[config.mk]
export PLATFORM = sky130hd
export DESIGN_NAME = vlu_top
export DESIGN_NICKNAME = d
export VERILOG_FILES = /design/src/rtl/vlu_pkg.sv /design/src/rtl/vlu_top.sv /design/src/rtl/vlu_fifo.sv
export VERILOG_INCLUDE_DIRS = /design/src /design/src/rtl
export SDC_FILE = /design/constraint.sdc
export NUM_CORES = 1
export LEC_CHECK = 0
export BUFFER_PORTS_ARGS = -buffer_cell sky130_fd_sc_hd__buf_2
export CAP_MARGIN = 20
export CORE_MARGIN = 1.5
export CORE_UTILIZATION = 50
export CTS_CLUSTER_DIAMETER = 150
export CTS_CLUSTER_SIZE = 8
export DETAILED_ROUTE_END_ITERATION = 7
export PLACE_DENSITY = 0.66
export SLEW_MARGIN = 25
export SYNTH_ARGS = -nofsm -noshare
export SYNTH_HDL_FRONTEND = slang
export SYNTH_SLANG_ARGS = --single-unit
[constraint.sdc]
create_clock -name core_clk -period 15.77 [get_ports core_clk]
set_input_delay 3.154 -clock core_clk [delete_from_list [all_inputs] [get_ports core_clk]]
set_output_delay 3.154 -clock core_clk [all_outputs]
set_load 0.02 [all_outputs]
[src/rtl/vlu_consts.svh]
// constants for the vector logical unit: opcodes, phase figures, sizes
//
// Behaviour
// - reserved opcodes 136/137 run as no-ops
// - scalar AND each second-source element
// - elementwise AND of two source vectors
// - scalar XOR each second-source element
// - elementwise XOR of two source vectors
// - scalar OR each second-source element
// - opcode 145 decodes as elementwise OR
// - 145 result: 64-bit OR of pair
// - element count equals vector length register
// - scalar captured once, held whole operation
// - elements independent, full 64-bit results
// - issue only when registers and unit free
// - next instruction to issue in phase 2
// - destination free phase 21 plus two/element
// - sources phase 17, unit phase 22, beyond four
// - two phases per clock period
`ifndef VLU_CONSTS_SVH
`define VLU_CONSTS_SVH

// ------------------------------------------------------------
// opcodes, top three octal digits
// ------------------------------------------------------------
`define VLU_OP_RSV_A 7'h5E
`define VLU_OP_RSV_B 7'h5F
`define VLU_OP_AND_SV 7'h60
`define VLU_OP_AND_VV 7'h61
`define VLU_OP_XOR_SV 7'h62
`define VLU_OP_XOR_VV 7'h63
`define VLU_OP_OR_SV 7'h64
`define VLU_OP_OR_VV 7'h65

// ------------------------------------------------------------
// timing in half-clock phases
// ------------------------------------------------------------
`define VLU_PH_PER_CLK 9'h002
`define VLU_PH_NEXT 8'h02
`define VLU_PH_SRC_FREE 8'h11
`define VLU_PH_DST_FREE 8'h15
`define VLU_PH_UNIT_FREE 8'h16
`define VLU_VL_FLAT 7'h04

// ------------------------------------------------------------
// sizes
// ------------------------------------------------------------
`define VLU_ELEM_W 64
`define VLU_VL_MAX 64
`define VLU_FIFO_DEPTH 8

`endif

[src/rtl/vlu_pkg.sv]
// types shared by the vector logical unit
package vlu_pkg;
   // bitwise function selected by the opcode
   typedef enum logic [1:0] {
      VLU_FN_NONE,
      VLU_FN_AND,
      VLU_FN_XOR,
      VLU_FN_OR
   } vlu_fn_t;
   // unit occupancy
   typedef enum logic {
      VLU_IDLE,
      VLU_RUN
   } vlu_state_t;
endpackage

[src/rtl/vlu_top.sv]
// vector logical unit: issue, timing, element datapath and result stream
`timescale 1ns/100ps
`include "vlu_consts.svh"
module vlu_top #(
   parameter int ELEM_W = `VLU_ELEM_W,
   parameter int VL_MAX = `VLU_VL_MAX,
   parameter int FIFO_DEPTH = `VLU_FIFO_DEPTH
) (
   input wire logic core_clk,
   input wire logic rst_n,
   input wire logic issue_valid,
   input wire logic [6:0] issue_op,
   input wire logic [2:0] issue_dst,
   input wire logic [2:0] issue_src1,
   input wire logic [2:0] issue_src2,
   input wire logic [ELEM_W-1:0] source_scalar_reg,
   input wire logic [6:0] vec_length,
   input wire logic regs_free,
   output logic issue_ready,
   output logic next_issue_pulse,
   output logic src_release_pulse,
   output logic dest_ready_pulse,
   output logic unit_free_pulse,
   output logic [2:0] dest_vector_reg,
   output logic [2:0] first_source_vector_reg,
   output logic [2:0] second_source_vector_reg,
   input wire logic elem_valid,
   input wire logic [ELEM_W-1:0] first_source_elem,
   input wire logic [ELEM_W-1:0] second_source_elem,
   output logic elem_ready,
   output logic res_valid,
   output logic [ELEM_W-1:0] res_data,
   output logic [5:0] res_index,
   input wire logic res_ready
);
   localparam int CW = $clog2(FIFO_DEPTH) + 1;
   localparam int FW = ELEM_W + 6;

   initial begin
      if (ELEM_W < 1 || VL_MAX < 1 || VL_MAX > 64 || FIFO_DEPTH < 2) begin
         $error("vlu_top: unsupported parameter values");
      end
   end

   // ------------------------------------------------------------
   // helpers
   // ------------------------------------------------------------
   // phase figure to cycles after issue, minus the pulse register delay
   function automatic logic [7:0] tgt_cyc(input logic [7:0] phase);
      logic [8:0] cyc;
      cyc = ({1'b0, phase} + `VLU_PH_PER_CLK - 9'h001) >> 1;
      return cyc[7:0] - 8'h01;
   endfunction

   // one element; every bit stands alone, no carries between elements
   function automatic logic [ELEM_W-1:0] apply_fn(input vlu_pkg::vlu_fn_t fn,
         input logic [ELEM_W-1:0] a, input logic [ELEM_W-1:0] b);
      logic [ELEM_W-1:0] r;
      r = '0;
      unique case (fn)
         vlu_pkg::VLU_FN_AND: r = a & b;
         vlu_pkg::VLU_FN_XOR: r = a ^ b;
         vlu_pkg::VLU_FN_OR: r = a | b;
         vlu_pkg::VLU_FN_NONE: r = '0;
      endcase
      return r;
   endfunction

   // ------------------------------------------------------------
   // decode
   // ------------------------------------------------------------
   vlu_pkg::vlu_fn_t dec_fn;
   logic dec_scalar;

   // reserved and foreign codes decode to no function
   always_comb begin
      dec_fn = vlu_pkg::VLU_FN_NONE;
      dec_scalar = 1'b0;
      case (issue_op)
         `VLU_OP_AND_SV: begin
            dec_fn = vlu_pkg::VLU_FN_AND;
            dec_scalar = 1'b1;
         end
         `VLU_OP_AND_VV: dec_fn = vlu_pkg::VLU_FN_AND;
         `VLU_OP_XOR_SV: begin
            dec_fn = vlu_pkg::VLU_FN_XOR;
            dec_scalar = 1'b1;
         end
         `VLU_OP_XOR_VV: dec_fn = vlu_pkg::VLU_FN_XOR;
         `VLU_OP_OR_SV: begin
            dec_fn = vlu_pkg::VLU_FN_OR;
            dec_scalar = 1'b1;
         end
         `VLU_OP_OR_VV: dec_fn = vlu_pkg::VLU_FN_OR;
         default: dec_fn = vlu_pkg::VLU_FN_NONE;
      endcase
   end

   // ------------------------------------------------------------
   // issue and occupancy
   // ------------------------------------------------------------
   vlu_pkg::vlu_state_t state_r;
   vlu_pkg::vlu_fn_t fn_r;
   logic scalar_form_r;
   logic [ELEM_W-1:0] scalar_r;
   logic [6:0] vl_r;
   logic issue_take;
   logic start;
   logic unit_evt;
   logic [6:0] vl_ext;

   assign issue_take = issue_valid && issue_ready && regs_free;
   // zero length or no function: issues as a null, unit stays free
   assign start = issue_take && dec_fn != vlu_pkg::VLU_FN_NONE && vec_length != 7'h00;
   assign vl_ext = (vec_length > `VLU_VL_FLAT) ? vec_length - `VLU_VL_FLAT : 7'h00;

   // unit state and ready; ready is low for the whole stream
   always_ff @(posedge core_clk or negedge rst_n) begin
      if (!rst_n) begin
         state_r <= vlu_pkg::VLU_IDLE;
         issue_ready <= 1'b0;
      end else if (start) begin
         state_r <= vlu_pkg::VLU_RUN;
         issue_ready <= 1'b0;
      end else if (unit_evt || state_r == vlu_pkg::VLU_IDLE) begin
         state_r <= vlu_pkg::VLU_IDLE;
         issue_ready <= 1'b1;
      end
   end

   // operands held for the stream; scalar taken only at issue
   always_ff @(posedge core_clk or negedge rst_n) begin
      if (!rst_n) begin
         fn_r <= vlu_pkg::VLU_FN_NONE;
         scalar_form_r <= 1'b0;
         scalar_r <= '0;
         vl_r <= 7'h00;
         dest_vector_reg <= 3'h0;
         first_source_vector_reg <= 3'h0;
         second_source_vector_reg <= 3'h0;
      end else if (start) begin
         fn_r <= dec_fn;
         scalar_form_r <= dec_scalar;
         scalar_r <= source_scalar_reg;
         vl_r <= vec_length;
         dest_vector_reg <= issue_dst;
         first_source_vector_reg <= issue_src1;
         second_source_vector_reg <= issue_src2;
      end
   end

   // ------------------------------------------------------------
   // completion timing
   // ------------------------------------------------------------
   logic [7:0] cyc_r;
   logic [7:0] src_tgt_r;
   logic [7:0] dst_tgt_r;
   logic [7:0] unit_tgt_r;
   logic src_done_r;
   logic dst_pend_r;
   logic [7:0] dst_wait_r;
   logic dst_now;
   logic taken_all;
   logic out_all;
   logic run;

   assign run = (state_r == vlu_pkg::VLU_RUN);
   // the unit frees at its own time once all results are out and sources released; the destination may wait longer
   assign unit_evt = run && cyc_r >= unit_tgt_r && out_all && src_done_r;
   assign dst_now = unit_evt && cyc_r >= dst_tgt_r;

   // each extra element adds two phases, one clock
   always_ff @(posedge core_clk or negedge rst_n) begin
      if (!rst_n) begin
         cyc_r <= 8'h00;
         src_tgt_r <= 8'h00;
         dst_tgt_r <= 8'h00;
         unit_tgt_r <= 8'h00;
      end else if (start) begin
         cyc_r <= 8'h01;
         src_tgt_r <= tgt_cyc(`VLU_PH_SRC_FREE + {vl_ext, 1'b0});
         dst_tgt_r <= tgt_cyc(`VLU_PH_DST_FREE + {vec_length - 7'h01, 1'b0});
         unit_tgt_r <= tgt_cyc(`VLU_PH_UNIT_FREE + {vl_ext, 1'b0});
      end else if (run && cyc_r != 8'hFF) begin
         cyc_r <= cyc_r + 8'h01;
      end
   end

   // release and free pulses wait for the stream, next issue does not; destination release is timed on from unit free
   always_ff @(posedge core_clk or negedge rst_n) begin
      if (!rst_n) begin
         next_issue_pulse <= 1'b0;
         src_release_pulse <= 1'b0;
         dest_ready_pulse <= 1'b0;
         unit_free_pulse <= 1'b0;
         src_done_r <= 1'b0;
         dst_pend_r <= 1'b0;
         dst_wait_r <= 8'h00;
      end else begin
         next_issue_pulse <= issue_take;
         src_release_pulse <= run && !src_done_r && cyc_r >= src_tgt_r && taken_all;
         dest_ready_pulse <= dst_now || (dst_pend_r && dst_wait_r == 8'h00);
         unit_free_pulse <= unit_evt;
         src_done_r <= !start && (src_done_r || (run && cyc_r >= src_tgt_r && taken_all));
         dst_pend_r <= unit_evt ? !dst_now : dst_pend_r && dst_wait_r != 8'h00;
         dst_wait_r <= unit_evt ? dst_tgt_r - cyc_r - 8'h01 : dst_wait_r - 8'h01;
      end
   end

   // ------------------------------------------------------------
   // element datapath
   // ------------------------------------------------------------
   logic [6:0] take_cnt_r;
   logic [6:0] out_cnt_r;
   logic take;
   logic [ELEM_W-1:0] op_a;
   logic [ELEM_W-1:0] push_data;
   logic fifo_in_ready;
   logic fifo_out_valid;
   logic fifo_out_ready;
   logic [FW-1:0] fifo_out_data;
   logic [CW-1:0] fifo_count;
   logic [7:0] take_next;
   logic [CW:0] fill_next;

   assign take = elem_valid && elem_ready && fifo_in_ready;
   assign taken_all = (take_cnt_r == vl_r);
   assign out_all = (out_cnt_r == vl_r);
   assign op_a = scalar_form_r ? scalar_r : first_source_elem;
   assign push_data = apply_fn(fn_r, op_a, second_source_elem);
   assign take_next = {1'b0, take_cnt_r} + {7'h00, take};
   assign fill_next = {1'b0, fifo_count} + {{CW{1'b0}}, take};

   // ready looks one element ahead, so it never overfills the buffer
   always_ff @(posedge core_clk or negedge rst_n) begin
      if (!rst_n) begin
         elem_ready <= 1'b0;
         take_cnt_r <= 7'h00;
      end else if (start) begin
         elem_ready <= 1'b1;
         take_cnt_r <= 7'h00;
      end else begin
         elem_ready <= run && take_next < {1'b0, vl_r} &&
            fill_next < (CW+1)'(FIFO_DEPTH);
         take_cnt_r <= take_next[6:0];
      end
   end

   vlu_fifo #(
      .WIDTH(FW),
      .DEPTH(FIFO_DEPTH)
   ) u_fifo (
      .core_clk(core_clk),
      .rst_n(rst_n),
      .in_valid(take),
      .in_ready(fifo_in_ready),
      .in_data({take_cnt_r[5:0], push_data}),
      .out_valid(fifo_out_valid),
      .out_ready(fifo_out_ready),
      .out_data(fifo_out_data),
      .count(fifo_count)
   );

   // ------------------------------------------------------------
   // result output stage
   // ------------------------------------------------------------
   assign fifo_out_ready = !res_valid || res_ready;

   // registered head so outputs come from flops
   always_ff @(posedge core_clk or negedge rst_n) begin
      if (!rst_n) begin
         res_valid <= 1'b0;
         res_data <= '0;
         res_index <= 6'h00;
      end else if (fifo_out_ready) begin
         res_valid <= fifo_out_valid;
         if (fifo_out_valid) begin
            res_data <= fifo_out_data[ELEM_W-1:0];
            res_index <= fifo_out_data[FW-1:ELEM_W];
         end
      end
   end

   // delivered results
   always_ff @(posedge core_clk or negedge rst_n) begin
      if (!rst_n) begin
         out_cnt_r <= 7'h00;
      end else if (start) begin
         out_cnt_r <= 7'h00;
      end else if (res_valid && res_ready) begin
         out_cnt_r <= out_cnt_r + 7'h01;
      end
   end
endmodule

[src/rtl/vlu_fifo.sv]
// result buffer between the logical datapath and the destination port
`timescale 1ns/100ps
module vlu_fifo #(
   parameter int WIDTH = 70,
   parameter int DEPTH = 8
) (
   input wire logic core_clk,
   input wire logic rst_n,
   input wire logic in_valid,
   output logic in_ready,
   input wire logic [WIDTH-1:0] in_data,
   output logic out_valid,
   input wire logic out_ready,
   output logic [WIDTH-1:0] out_data,
   output logic [$clog2(DEPTH):0] count
);
   localparam int AW = $clog2(DEPTH);

   // pointer wrap relies on a power-of-two depth
   initial begin
      if (DEPTH < 2 || (1 << AW) != DEPTH || WIDTH < 1) begin
         $error("vlu_fifo: DEPTH must be a power of two >= 2");
      end
   end

   logic [WIDTH-1:0] mem_r [DEPTH];
   logic [AW:0] wr_ptr_r;
   logic [AW:0] rd_ptr_r;
   logic push;
   logic pop;

   // extra pointer bit tells full from empty
   assign count = wr_ptr_r - rd_ptr_r;
   assign in_ready = (count != (AW+1)'(DEPTH));
   assign out_valid = (count != '0);
   assign out_data = mem_r[rd_ptr_r[AW-1:0]];
   assign push = in_valid && in_ready;
   assign pop = out_valid && out_ready;

   // pointers
   always_ff @(posedge core_clk or negedge rst_n) begin
      if (!rst_n) begin
         wr_ptr_r <= '0;
         rd_ptr_r <= '0;
      end else begin
         if (push) begin
            wr_ptr_r <= wr_ptr_r + 1'b1;
         end
         if (pop) begin
            rd_ptr_r <= rd_ptr_r + 1'b1;
         end
      end
   end

   // storage, no reset needed since empty slots are never read out
   always_ff @(posedge core_clk) begin
      if (push) begin
         mem_r[wr_ptr_r[AW-1:0]] <= in_data;
      end
   end
endmodule

# Yosys cells after proc, flatten, opt, wreduce, memory -nomap -nowiden
# Memories as Yosys holds them, arrays and structs flattened. A register that Yosys moved wholly into a read port is not among the register bits.
# Cells that the tools add are included.
# totals
reg_bits	155
memories	1
ram_bits	560
inputBits	221
latchBits	0
rom_bits	0
output_inout_bits	86
# mem_list
memory	words	width	rd	rd_clocked_by_memory_dff	wr	line	text
u_fifo.mem_r	8	70	1	1	1	vlu_fifo.sv:26	logic [WIDTH-1:0] mem_r [DEPTH];
# classes
bitwise_logic	4
n_lt_le_gt_ge	6
shift	0
div	0
add_sub_neg	24
mux	19
n_eq_ne	13
n_mul	0
reduce_logical	47
# ops
operator	n
$pmux W64 S4	1
$and A64 B64 Y64	1
$mux W64	1
$or A64 B64 Y64	1
$xor A64 B64 Y64	1
$eq A7 B7 Y1 const B	6
$sub A8 B1 Y8 const B	5
$mux W7	4
$add A8 B2 Y9 const B	3
$sub A9 B1 Y9 const B	3
$add A5 B8 Y8 const A	3
$ge A8 B8 Y1	3
$logic_and A1 B1 Y1	24
$mux W8	3
$eq A7 B7 Y1	2
$mux W1	9
$add A4 B1 Y4 const B	2
$add A7 B1 Y8	1
$add A8 B1 Y8 const B	1
$logic_not A8 Y1	1
$lt A8 B7 Y1	1
$ne A8 B8 Y1 const B	1
$reduce_bool A2 Y1	4
$reduce_bool A8 Y1	1
21 further kinds	31

# Longest topological paths before layout
# Gate-level depths: netlist of the first run.
# depth
word_depth	8
mapped_depth	20
ltp_nobuf	18

# By module
# From an unflattened synthesis of the first run, not the netlist that was laid out.
# hier_totals
hier_cells	2627
hier_area_um2	36517.5
# modules_own_cells
module	cells_each	instances	area_per_inst_um2
vlu_fifo	1023	1	21599.5
vlu_top	1604	1	14918.1

# Worst setup path before layout of the first run
# No wires, ideal clock.
# synth_timing
path_type	input to register
startpoint	in elem_valid
endpoint	mem u_fifo.mem_r[2][0] (enable)
slack_ns	6.280
required_time_ns	15.171
cell_stages	4
arrival_ns	8.891
path_cell_list	nand2_1 > a21oi_1 > nand2b_1 > nor3b_1
# synth_between
elab_chain_cells	5
# synth_rtl
item	line	text
from (decl)	vlu_top.sv:27	input wire logic elem_valid,
$logic_and A1 B1 Y1 (2 in series)	vlu_top.sv:226	assign take = elem_valid && elem_ready && fifo_in_ready;
$logic_and A1 B1 Y1	vlu_fifo.sv:37	assign push = in_valid && in_ready;
$mux W1	vlu_fifo.sv:57	if (push) begin
$mux W1 (implied by the code)	vlu_fifo.sv:58	mem_r[wr_ptr_r[AW-1:0]] <= in_data;
to (decl)	vlu_fifo.sv:26	
# No other way between the ends.

# Final worst setup path of the first run
# layout_timing
startpoint	in vec_length[0]
endpoint	reg unit_tgt_r[7]
# layout_between
elab_chain_cells	6
elab_cells_between_ends	9
cone_classes	5 x add/sub; 1 x order compare; 1 x mux; 2 x reduce/logical
# layout_rtl
item	line	text
from (decl)	vlu_top.sv:17	input wire logic [6:0] vec_length,
$sub A7 B3 Y7 (no line) / $gt A7 B3 Y1 (equally long branches)	-	
$mux W7	vlu_top.sv:115	assign vl_ext = (vec_length > `VLU_VL_FLAT) ? vec_length - `VLU_VL_FLAT : 7'h00;
$add A5 B8 Y8 (no line)	-	
$add A8 B2 Y9 (no line)	-	
$sub A9 B1 Y9	vlu_top.sv:51	cyc = ({1'b0, phase} + `VLU_PH_PER_CLK - 9'h001) >> 1;
$sub A8 B1 Y8	vlu_top.sv:52	return cyc[7:0] - 8'h01;
to (signal assigned)	vlu_top.sv:183	unit_tgt_r <= tgt_cyc(`VLU_PH_UNIT_FREE + {vl_ext, 1'b0});
to (decl)	vlu_top.sv:158	logic [7:0] unit_tgt_r;
# Parallel ways exist; a longest one is shown, timed or not.
# A chain may end at the register's enable or synchronous reset.

==> results of run 1 <==
critical path, stage by stage:
cell                        delay, ns
sky130_fd_sc_hd__buf_2           0.28
sky130_fd_sc_hd__inv_1           0.16
sky130_fd_sc_hd__ha_1            0.33
sky130_fd_sc_hd__a2bb2oi_2       0.23
sky130_fd_sc_hd__or2_1           0.38
sky130_fd_sc_hd__nand2_1         0.20
sky130_fd_sc_hd__ha_1            0.30
sky130_fd_sc_hd__o21ai_0         0.29
sky130_fd_sc_hd__nand3b_1        0.15
sky130_fd_sc_hd__xnor2_1         0.18
sky130_fd_sc_hd__or4_1           0.52
sky130_fd_sc_hd__o21ai_0         0.08
cells by family (layout without fill, tap and decap cells):
logic type / count (synthesis) / after routing / share of synthesized area (%)
XOR/XNOR: 89 / 89 / 2.19
flip-flops: 784 / 784 / 62.4
multiplexers: 243 / 243 / 11.7
other: 0 / 3 / 0
buffers and inverters: 342 / 742 / 3.71
AND/OR/NAND/NOR: 665 / 665 / 7.78
AO/OA/AOI/OAI: 296 / 296 / 5.59
adder cells (fa/ha/maj): 189 / 189 / 6.63
metrics by stage:
step | setup WS (ns) | hold WS [ns] | instances | utilization (%) | power, mW
after floorplan | 6.28 | 0.423 | 2608 | - | 4.00
after global placement | 9.42 | 0.458 | 3767 | 54.0 | 4.55
after detailed placement | 9.31 | 0.458 | 3767 | 54.0 | 4.60
after CTS | 9.99 | 0.475 | 3957 | 58.4 | 6.74
after global routing | 9.82 | 0.492 | 3960 | 58.5 | 7.02
final | 10.06 | 0.471 | 3961 | 58.5 | 6.67
path summary, 6_finish.rpt:
check	end	cells past startpoint
hold reg to reg	scalar_r[46]$_DFFE_PN0P_	2
setup reg to reg	u_fifo.mem_r[3][21]$_DFFE_PP_	8
hold / removal	scalar_r[46]$_DFFE_PN0P_	2
setup / recovery	unit_tgt_r[7]$_DFFE_PN0P_	12
max in group asynchronous	u_fifo.rd_ptr_r[3]$_DFFE_PN0P_	2
min in group asynchronous	scalar_r[14]$_DFFE_PN0P_	1
where the power goes:
group	internal, mW	switching [mW]	total (mW)
Clock	1.28	0.855	2.13
Sequential	2.51	0.225	2.73
Combinational	0.748	1.05	1.80
Total	4.53	2.13	6.67
area by class of cell:
class / count / share of cell area, %
Tap cell: 950 / 2.85
Timing Repair Buffer: 340 / 4.37
Clock inverter: 6 / 0.408
Antenna cell: 3 / 0.0180
Sequential cell: 784 / 53.9
Clock buffer: 184 / 7.17
Inverter: 212 / 1.92
Multi-Input combinational cell: 1482 / 29.4
placed cells by master (no fill, tap or decap), types with 25 or more instances in the layout:
| cell type | instances |
|---|---|
| sky130_fd_sc_hd__nand2_1 | 419 |
| sky130_fd_sc_hd__buf_4 | 32 |
| sky130_fd_sc_hd__a31oi_1 | 73 |
| sky130_fd_sc_hd__a22o_1 | 67 |
| sky130_fd_sc_hd__inv_1 | 210 |
| sky130_fd_sc_hd__clkbuf_16 | 108 |
| sky130_fd_sc_hd__edfxtp_1 | 560 |
| sky130_fd_sc_hd__xor2_1 | 25 |
| sky130_fd_sc_hd__o21ai_0 | 42 |
| sky130_fd_sc_hd__nor2_1 | 142 |
| sky130_fd_sc_hd__a21oi_1 | 58 |
| sky130_fd_sc_hd__ha_1 | 187 |
| sky130_fd_sc_hd__mux4_2 | 140 |
| sky130_fd_sc_hd__buf_2 | 305 |
| sky130_fd_sc_hd__dfrtp_1 | 218 |
| sky130_fd_sc_hd__xnor2_1 | 63 |
| sky130_fd_sc_hd__clkbuf_1 | 76 |
| sky130_fd_sc_hd__mux2i_1 | 101 |
routing by layer:
layer  wire, um  vias to the layer above  GRT usage [%]
met1      40200                    11100           35.5
li1           -                    10000              -
met3       5900                      121           4.24
met5         62                        -              0
met2      41000                      765           38.7
met4       1630                       12           6.20
==> impl_metrics.csv, run 1 <==
group,metric,value,unit
run_status,status,"completed",
setup_path,reg2reg_slack,11.02,ns
final_layout,final_design_area_no_fill,0.0417,sq mm
floorplanning,die-width,271,um
route,antenna_left,0,
synth,synth-main-ff-cell,"sky130_fd_sc_hd__edfxtp_1",
global_route,first_global_vias,22800,
cts,cts_made_buffers,107,
sta,max_frequency,175,MHz
synth,synth.cell_area,0.0359,sq mm
cts,cts_tree,"built",
cts,cts_setup_buffers,0,
setup_path,cp-start-kind,"primary input",
power_and_ir_drop,power.static_leakage,17.1,nW
synth,post_synth_most_frequent_cells,"560 x sky130_fd_sc_hd__edfxtp_1, 419 x sky130_fd_sc_hd__nand2_1, 224 x sky130_fd_sc_hd__dfrtp_1, 210 x sky130_fd_sc_hd__inv_1, 187 x sky130_fd_sc_hd__ha_1",
placed_design,place_hpwl,56300,um
setup_path,timing.critical_path.required,16.32,ns
synth,mean_syn_cell_area,13.8,sq um
floorplanning,ioPinCount,307,
cts,root_buffer,"sky130_fd_sc_hd__clkbuf_16",
min_path,hp-start,"scalar_r[46]$_DFFE_PN0P_",
sta,worst-slew-pin-transition,1.00,ns
power_and_ir_drop,vdd_ir_drop_max,99.4,uV
floorplanning,placement_rows,98,
global_route,grt_first_pass_wirelength,136000,um
sta,rsz_0062_raised_after_global_routing,"false",
synth,synth_top_area_share,46.8,%
floorplanning,floorplan.initialDensity,50.4,%
synth,postSynthNetCount,3018,
setup_path,worst_setup_path_startpoint,"vec_length[0]",
sta,tcrit_tclk_final,36.2,%
global_route,grt_overflow,0,
synth,ys_ff_latch,784,
cts,ctsLongestPathBuffers,3,
sta,maximum_clock_skew_at_final_layout,0.0399,ns
floorplanning,floorplan.core_area,0.0712,sq mm
synth,syn_inst,2608,
cts,clock_input_transition_at_the_sequential_cells_of_the_worst_setup_and_hold_paths,0.05,ns
final_layout,n_fill_cell,5559,
sta,number_of_max_slew_violations_in_the_final_report,0,
setup_path,timing.critical_path.arrival,6.26,ns
setup_path,setup.worst_path.class,"in -> reg",
placed_design,placement.cell_area,0.0385,sq mm
flow_run,drv.max_cap_violation_count,0,
floorplanning,fp.dieArea,0.0734,sq mm
final_layout,total_nets_final,3337,
route,first_pass_iters,5,
synth,synth.yosys.warnings,0,
sta,final_period_minus_worst_setup_slack,5.71,ns
route,postRouteWirelength,88700,um
route,wire_per_inst,22.4,um
floorplanning,die-height,271,um
sta,max-slew-margin-rel,33.1,%
sta,finalSetupTns,0,ns
setup_path,timing.critical_path.fanout_max,11,
route,detail_route.drc_violations,0,
power_and_ir_drop,cellPowerDensity,160,mW/mm^2
global_route,grt_antenna_before_repair,9,
placed_design,portBuffers,306,
final_layout,largest_reg_flops,560,
placed_design,finalWeightedCongestion,0.846,
sta,final-hold-violation-count,0,
global_route,grt_start_max_net_pins,102,
synth,yosysMostFrequentCell,"sky130_fd_sc_hd__edfxtp_1",
synth,synth-seq-area-share,62.4,%
sta,final-setup-viol-count,0,
setup_path,endpoint_kind,"flip-flop",
cts,cts_num_sinks,784,
cts,post_cts_resize_count,0,
final_layout,register_area,0.0224,sq mm
setup_path,crit-reg2reg-launch,"u_fifo.rd_ptr_r[2]$_DFFE_PN0P_",
synth,number_of_distinct_library_cells_after_synthesis,69,
cts,clock_tree.htree_level_count,3,
synth,synthDominantAreaCellType,"sky130_fd_sc_hd__edfxtp_1",
route,drt-vias-per-instance,5.56,
route,detail_route.iter0.violations,1566,
global_route,gr-usage-all-layers,24.5,%
final_layout,areaGrowthSynthToFinish,16.0,%
route,num_vias,22000,
synth,synth_enable_flop_cells,560,
cts,worstSkewPairLatency,0.67,ns
min_path,hold_path.class,"reg -> reg",
final_layout,post_route_cells_drive_above_1_share,21.1,%
final_layout,footprint_of_the_multi_input_gates,0.0122,sq mm
synth,netlist_top_cells_area,"sky130_fd_sc_hd__edfxtp_1 47%, sky130_fd_sc_hd__dfrtp_1 16%, sky130_fd_sc_hd__mux4_2 8.8%, sky130_fd_sc_hd__ha_1 6.5%, sky130_fd_sc_hd__nand2_1 4.4%",
cts,cts-hold-fix-buffers,0,
synth,synthArstFlopShare,28.6,%
Note: power is estimated with default switching activity, not from simulation.
==> run 2: changes to the inputs <==
PLACE_DENSITY = 0.68   (was 0.66)
clock period = 4.9 ns   (was 15.77 ns; I/O delays follow)
==> impl_metrics.csv, run 2 (synthesis gave the netlist of run 1 again) <==
group,metric,value,unit
floorplanning,die-height,271,um
cts,ctsLongestPathBuffers,3,
sta,setup_slack,0.716,ns
power_and_ir_drop,cellPowerDensity,516,mW/mm^2
sta,tcrit_tclk_final,85.4,%
sta,number_of_max_slew_violations_in_the_final_report,0,
sta,final-setup-viol-count,0,
route,num_vias,22000,
floorplanning,floorplan.core_area,0.0712,sq mm
sta,final_period_minus_worst_setup_slack,4.18,ns
setup_path,crit_path_slowest_cell,"sky130_fd_sc_hd__dfrtp_1",
route,first_pass_iters,5,
placed_design,portBuffers,306,
floorplanning,floorplan.initialDensity,50.4,%
global_route,gr-usage-all-layers,24.4,%
sta,worst-slew-pin-transition,1.05,ns
cts,cts_made_buffers,107,
setup_path,worst-path-buf-inv,3,
setup_path,critical-path-top-delay-family,"compound AO/OA/AOI/OAI gates",
cts,cts_tree,"built",
global_route,first_global_vias,22800,
global_route,grt_first_pass_wirelength,135000,um
sta,maximum_clock_skew_at_final_layout,0.0453,ns
route,wire_per_inst,22.4,um
cts,clock_tree.htree_level_count,3,
placed_design,dp_slack,0.686,ns
power_and_ir_drop,vdd_ir_drop_max,537,uV
setup_path,timing.critical_path.required,5.47,ns
route,drt-vias-per-instance,5.53,
final_layout,layout_commonest_cell,"sky130_fd_sc_hd__edfxtp_1",
setup_path,timing.critical_path.arrival,4.75,ns
cts,cts_num_sinks,784,
final_layout,areaGrowthSynthToFinish,16.6,%
route,antenna_left,0,
cts,root_buffer,"sky130_fd_sc_hd__clkbuf_16",
global_route,grt_start_max_net_pins,111,
global_route,grt_antenna_before_repair,16,
route,detail_route.iter0.violations,1613,
final_layout,largest_reg_flops,560,
setup_path,setup.worst_path.class,"reg -> reg",
placed_design,placed_cells_incl_taps,3776,
floorplanning,ioPinCount,307,
cts,post_cts_resize_count,0,
sta,final-hold-violation-count,0,
global_route,grt_overflow,0,
final_layout,total_nets_final,3345,
run_status,status,"completed",
sta,rsz_0062_raised_after_global_routing,"false",
placed_design,finalWeightedCongestion,0.851,
cts,worstSkewPairLatency,0.68,ns
setup_path,endpoint_kind,"flip-flop",
sta,max-slew-margin-rel,30.1,%
final_layout,mostFrequentLayoutCells,"560 x sky130_fd_sc_hd__edfxtp_1, 419 x sky130_fd_sc_hd__nand2_1, 305 x sky130_fd_sc_hd__buf_2",
setup_path,crit_chain,"inv_1, ha_1, inv_1, fa_1, xnor2_1, nand3b_1, inv_1, a21oi_1, ha_1, ha_1, ha_1, a21o_1, a21o_1, a21o_1, a21o_1, a21oi_1, nor2b_1, o31ai_1",
setup_path,worst_setup_path_startpoint,"u_fifo.wr_ptr_r[0]$_DFFE_PN0P_",
power_and_ir_drop,power.static_leakage,17.2,nW
final_layout,n_fill_cell,5561,
placed_design,place_hpwl,56800,um
route,detail_route.drc_violations,0,
min_path,hold_path.class,"in -> async",
cts,cts-hold-fix-buffers,0,
floorplanning,die-width,271,um
floorplanning,placement_rows,98,
setup_path,crit-reg2reg-launch,"u_fifo.wr_ptr_r[0]$_DFFE_PN0P_",
route,postRouteWirelength,89100,um
flow_run,drv.max_cap_violation_count,0,
final_layout,post_route_cells_drive_above_1_share,21.3,%
final_layout,stdcell_count,3982,
setup_path,cp-start-kind,"flip-flop",
sta,max_frequency,239,MHz
cts,cts_setup_buffers,0,
setup_path,critPathMaxStageDelay,0.52,ns
cts,clock_input_transition_at_the_sequential_cells_of_the_worst_setup_and_hold_paths,0.07,ns
floorplanning,fp.dieArea,0.0734,sq mm
setup_path,timing.critical_path.fanout_max,7,
[run 2: changes by cell type in the layout (fill, tap and decap cells not counted), moves of 2 or more]
cell,before,now
sky130_fd_sc_hd__buf_12,0,10
sky130_fd_sc_hd__clkbuf_1,76,83
sky130_fd_sc_hd__diode_2,3,9
sky130_fd_sc_hd__nor3_2,4,0
sky130_fd_sc_hd__nor3_4,1,5
sky130_fd_sc_hd__nor3b_2,2,0
sky130_fd_sc_hd__nor3b_4,0,2
[run 2: worst paths after layout]
kind | slack, ns | end | cells past startpoint
max | 0.72 | elem_ready$_DFF_PN0_ | 18
min | 0.37 | scalar_r[5]$_DFFE_PN0P_ | 1
max reg2reg | 0.72 | elem_ready$_DFF_PN0_ | 18
min reg2reg | 0.47 | src_release_pulse$_DFF_PN0_ | 1
max in group asynchronous | 3.43 | vl_r[2]$_DFFE_PN0P_ | 2
min in group core_clk | 0.47 | src_release_pulse$_DFF_PN0_ | 1
[run 2: worst reg2reg max path, cell delays in order, from the launching register on]
cell and delay (ns):
sky130_fd_sc_hd__dfrtp_1 0.52, sky130_fd_sc_hd__inv_1 0.27, sky130_fd_sc_hd__ha_1 0.20, sky130_fd_sc_hd__inv_1 0.06, sky130_fd_sc_hd__fa_1 0.37, sky130_fd_sc_hd__xnor2_1 0.15
sky130_fd_sc_hd__nand3b_1 0.11, sky130_fd_sc_hd__inv_1 0.05, sky130_fd_sc_hd__a21oi_1 0.46, sky130_fd_sc_hd__ha_1 0.30, sky130_fd_sc_hd__ha_1 0.26, sky130_fd_sc_hd__ha_1 0.28
sky130_fd_sc_hd__a21o_1 0.16, sky130_fd_sc_hd__a21o_1 0.17, sky130_fd_sc_hd__a21o_1 0.18, sky130_fd_sc_hd__a21o_1 0.17, sky130_fd_sc_hd__a21oi_1 0.14, sky130_fd_sc_hd__nor2b_1 0.06
sky130_fd_sc_hd__o31ai_1 0.20
[run 2: where the power goes]
group,internal [mW],switching [mW]
combinational,2.50,3.49
clock,4.11,2.80
sequential,8.06,0.632
total,14.7,6.92
[run 2: area by class of cell]
class                   count  area, sq um  area share, %
clock buffers             190         2990           7.14
clock inverters             7          169          0.403
diodes                      9         22.5         0.0538
well taps                 950         1190           2.84
repair buffers            348         1990           4.74
inverters                 212          798           1.91
multi-input cells        1482        12300           29.3
flip-flops and latches    784        22400           53.6
[run 2: stage by stage]
stage / hold WS [ns] / instance area, sq um / utilization, % / TNS (ns) / total power [mW]
after floorplan: 0.423 / 36000 / - / -286.73 / 12.9
after global placement: 0.455 / 38700 / 54.3 / 0 / 14.7
after detailed placement: 0.459 / 38700 / 54.3 / 0 / 14.9
after CTS: 0.399 / 41800 / 58.7 / 0 / 21.8
after global routing: 0.447 / 41900 / 58.8 / 0 / 22.7
final: 0.369 / 41900 / 58.8 / 0 / 21.6
[run 2: layer usage]
layer / track usage [%] / wire length, um / up-vias
met5: 0 / 77 / -
met4: 7.45 / 1940 / 12
met3: 5.58 / 6480 / 124
met2: 38.7 / 41700 / 679
met1: 33.6 / 38900 / 11100
li1: - / - / 10100
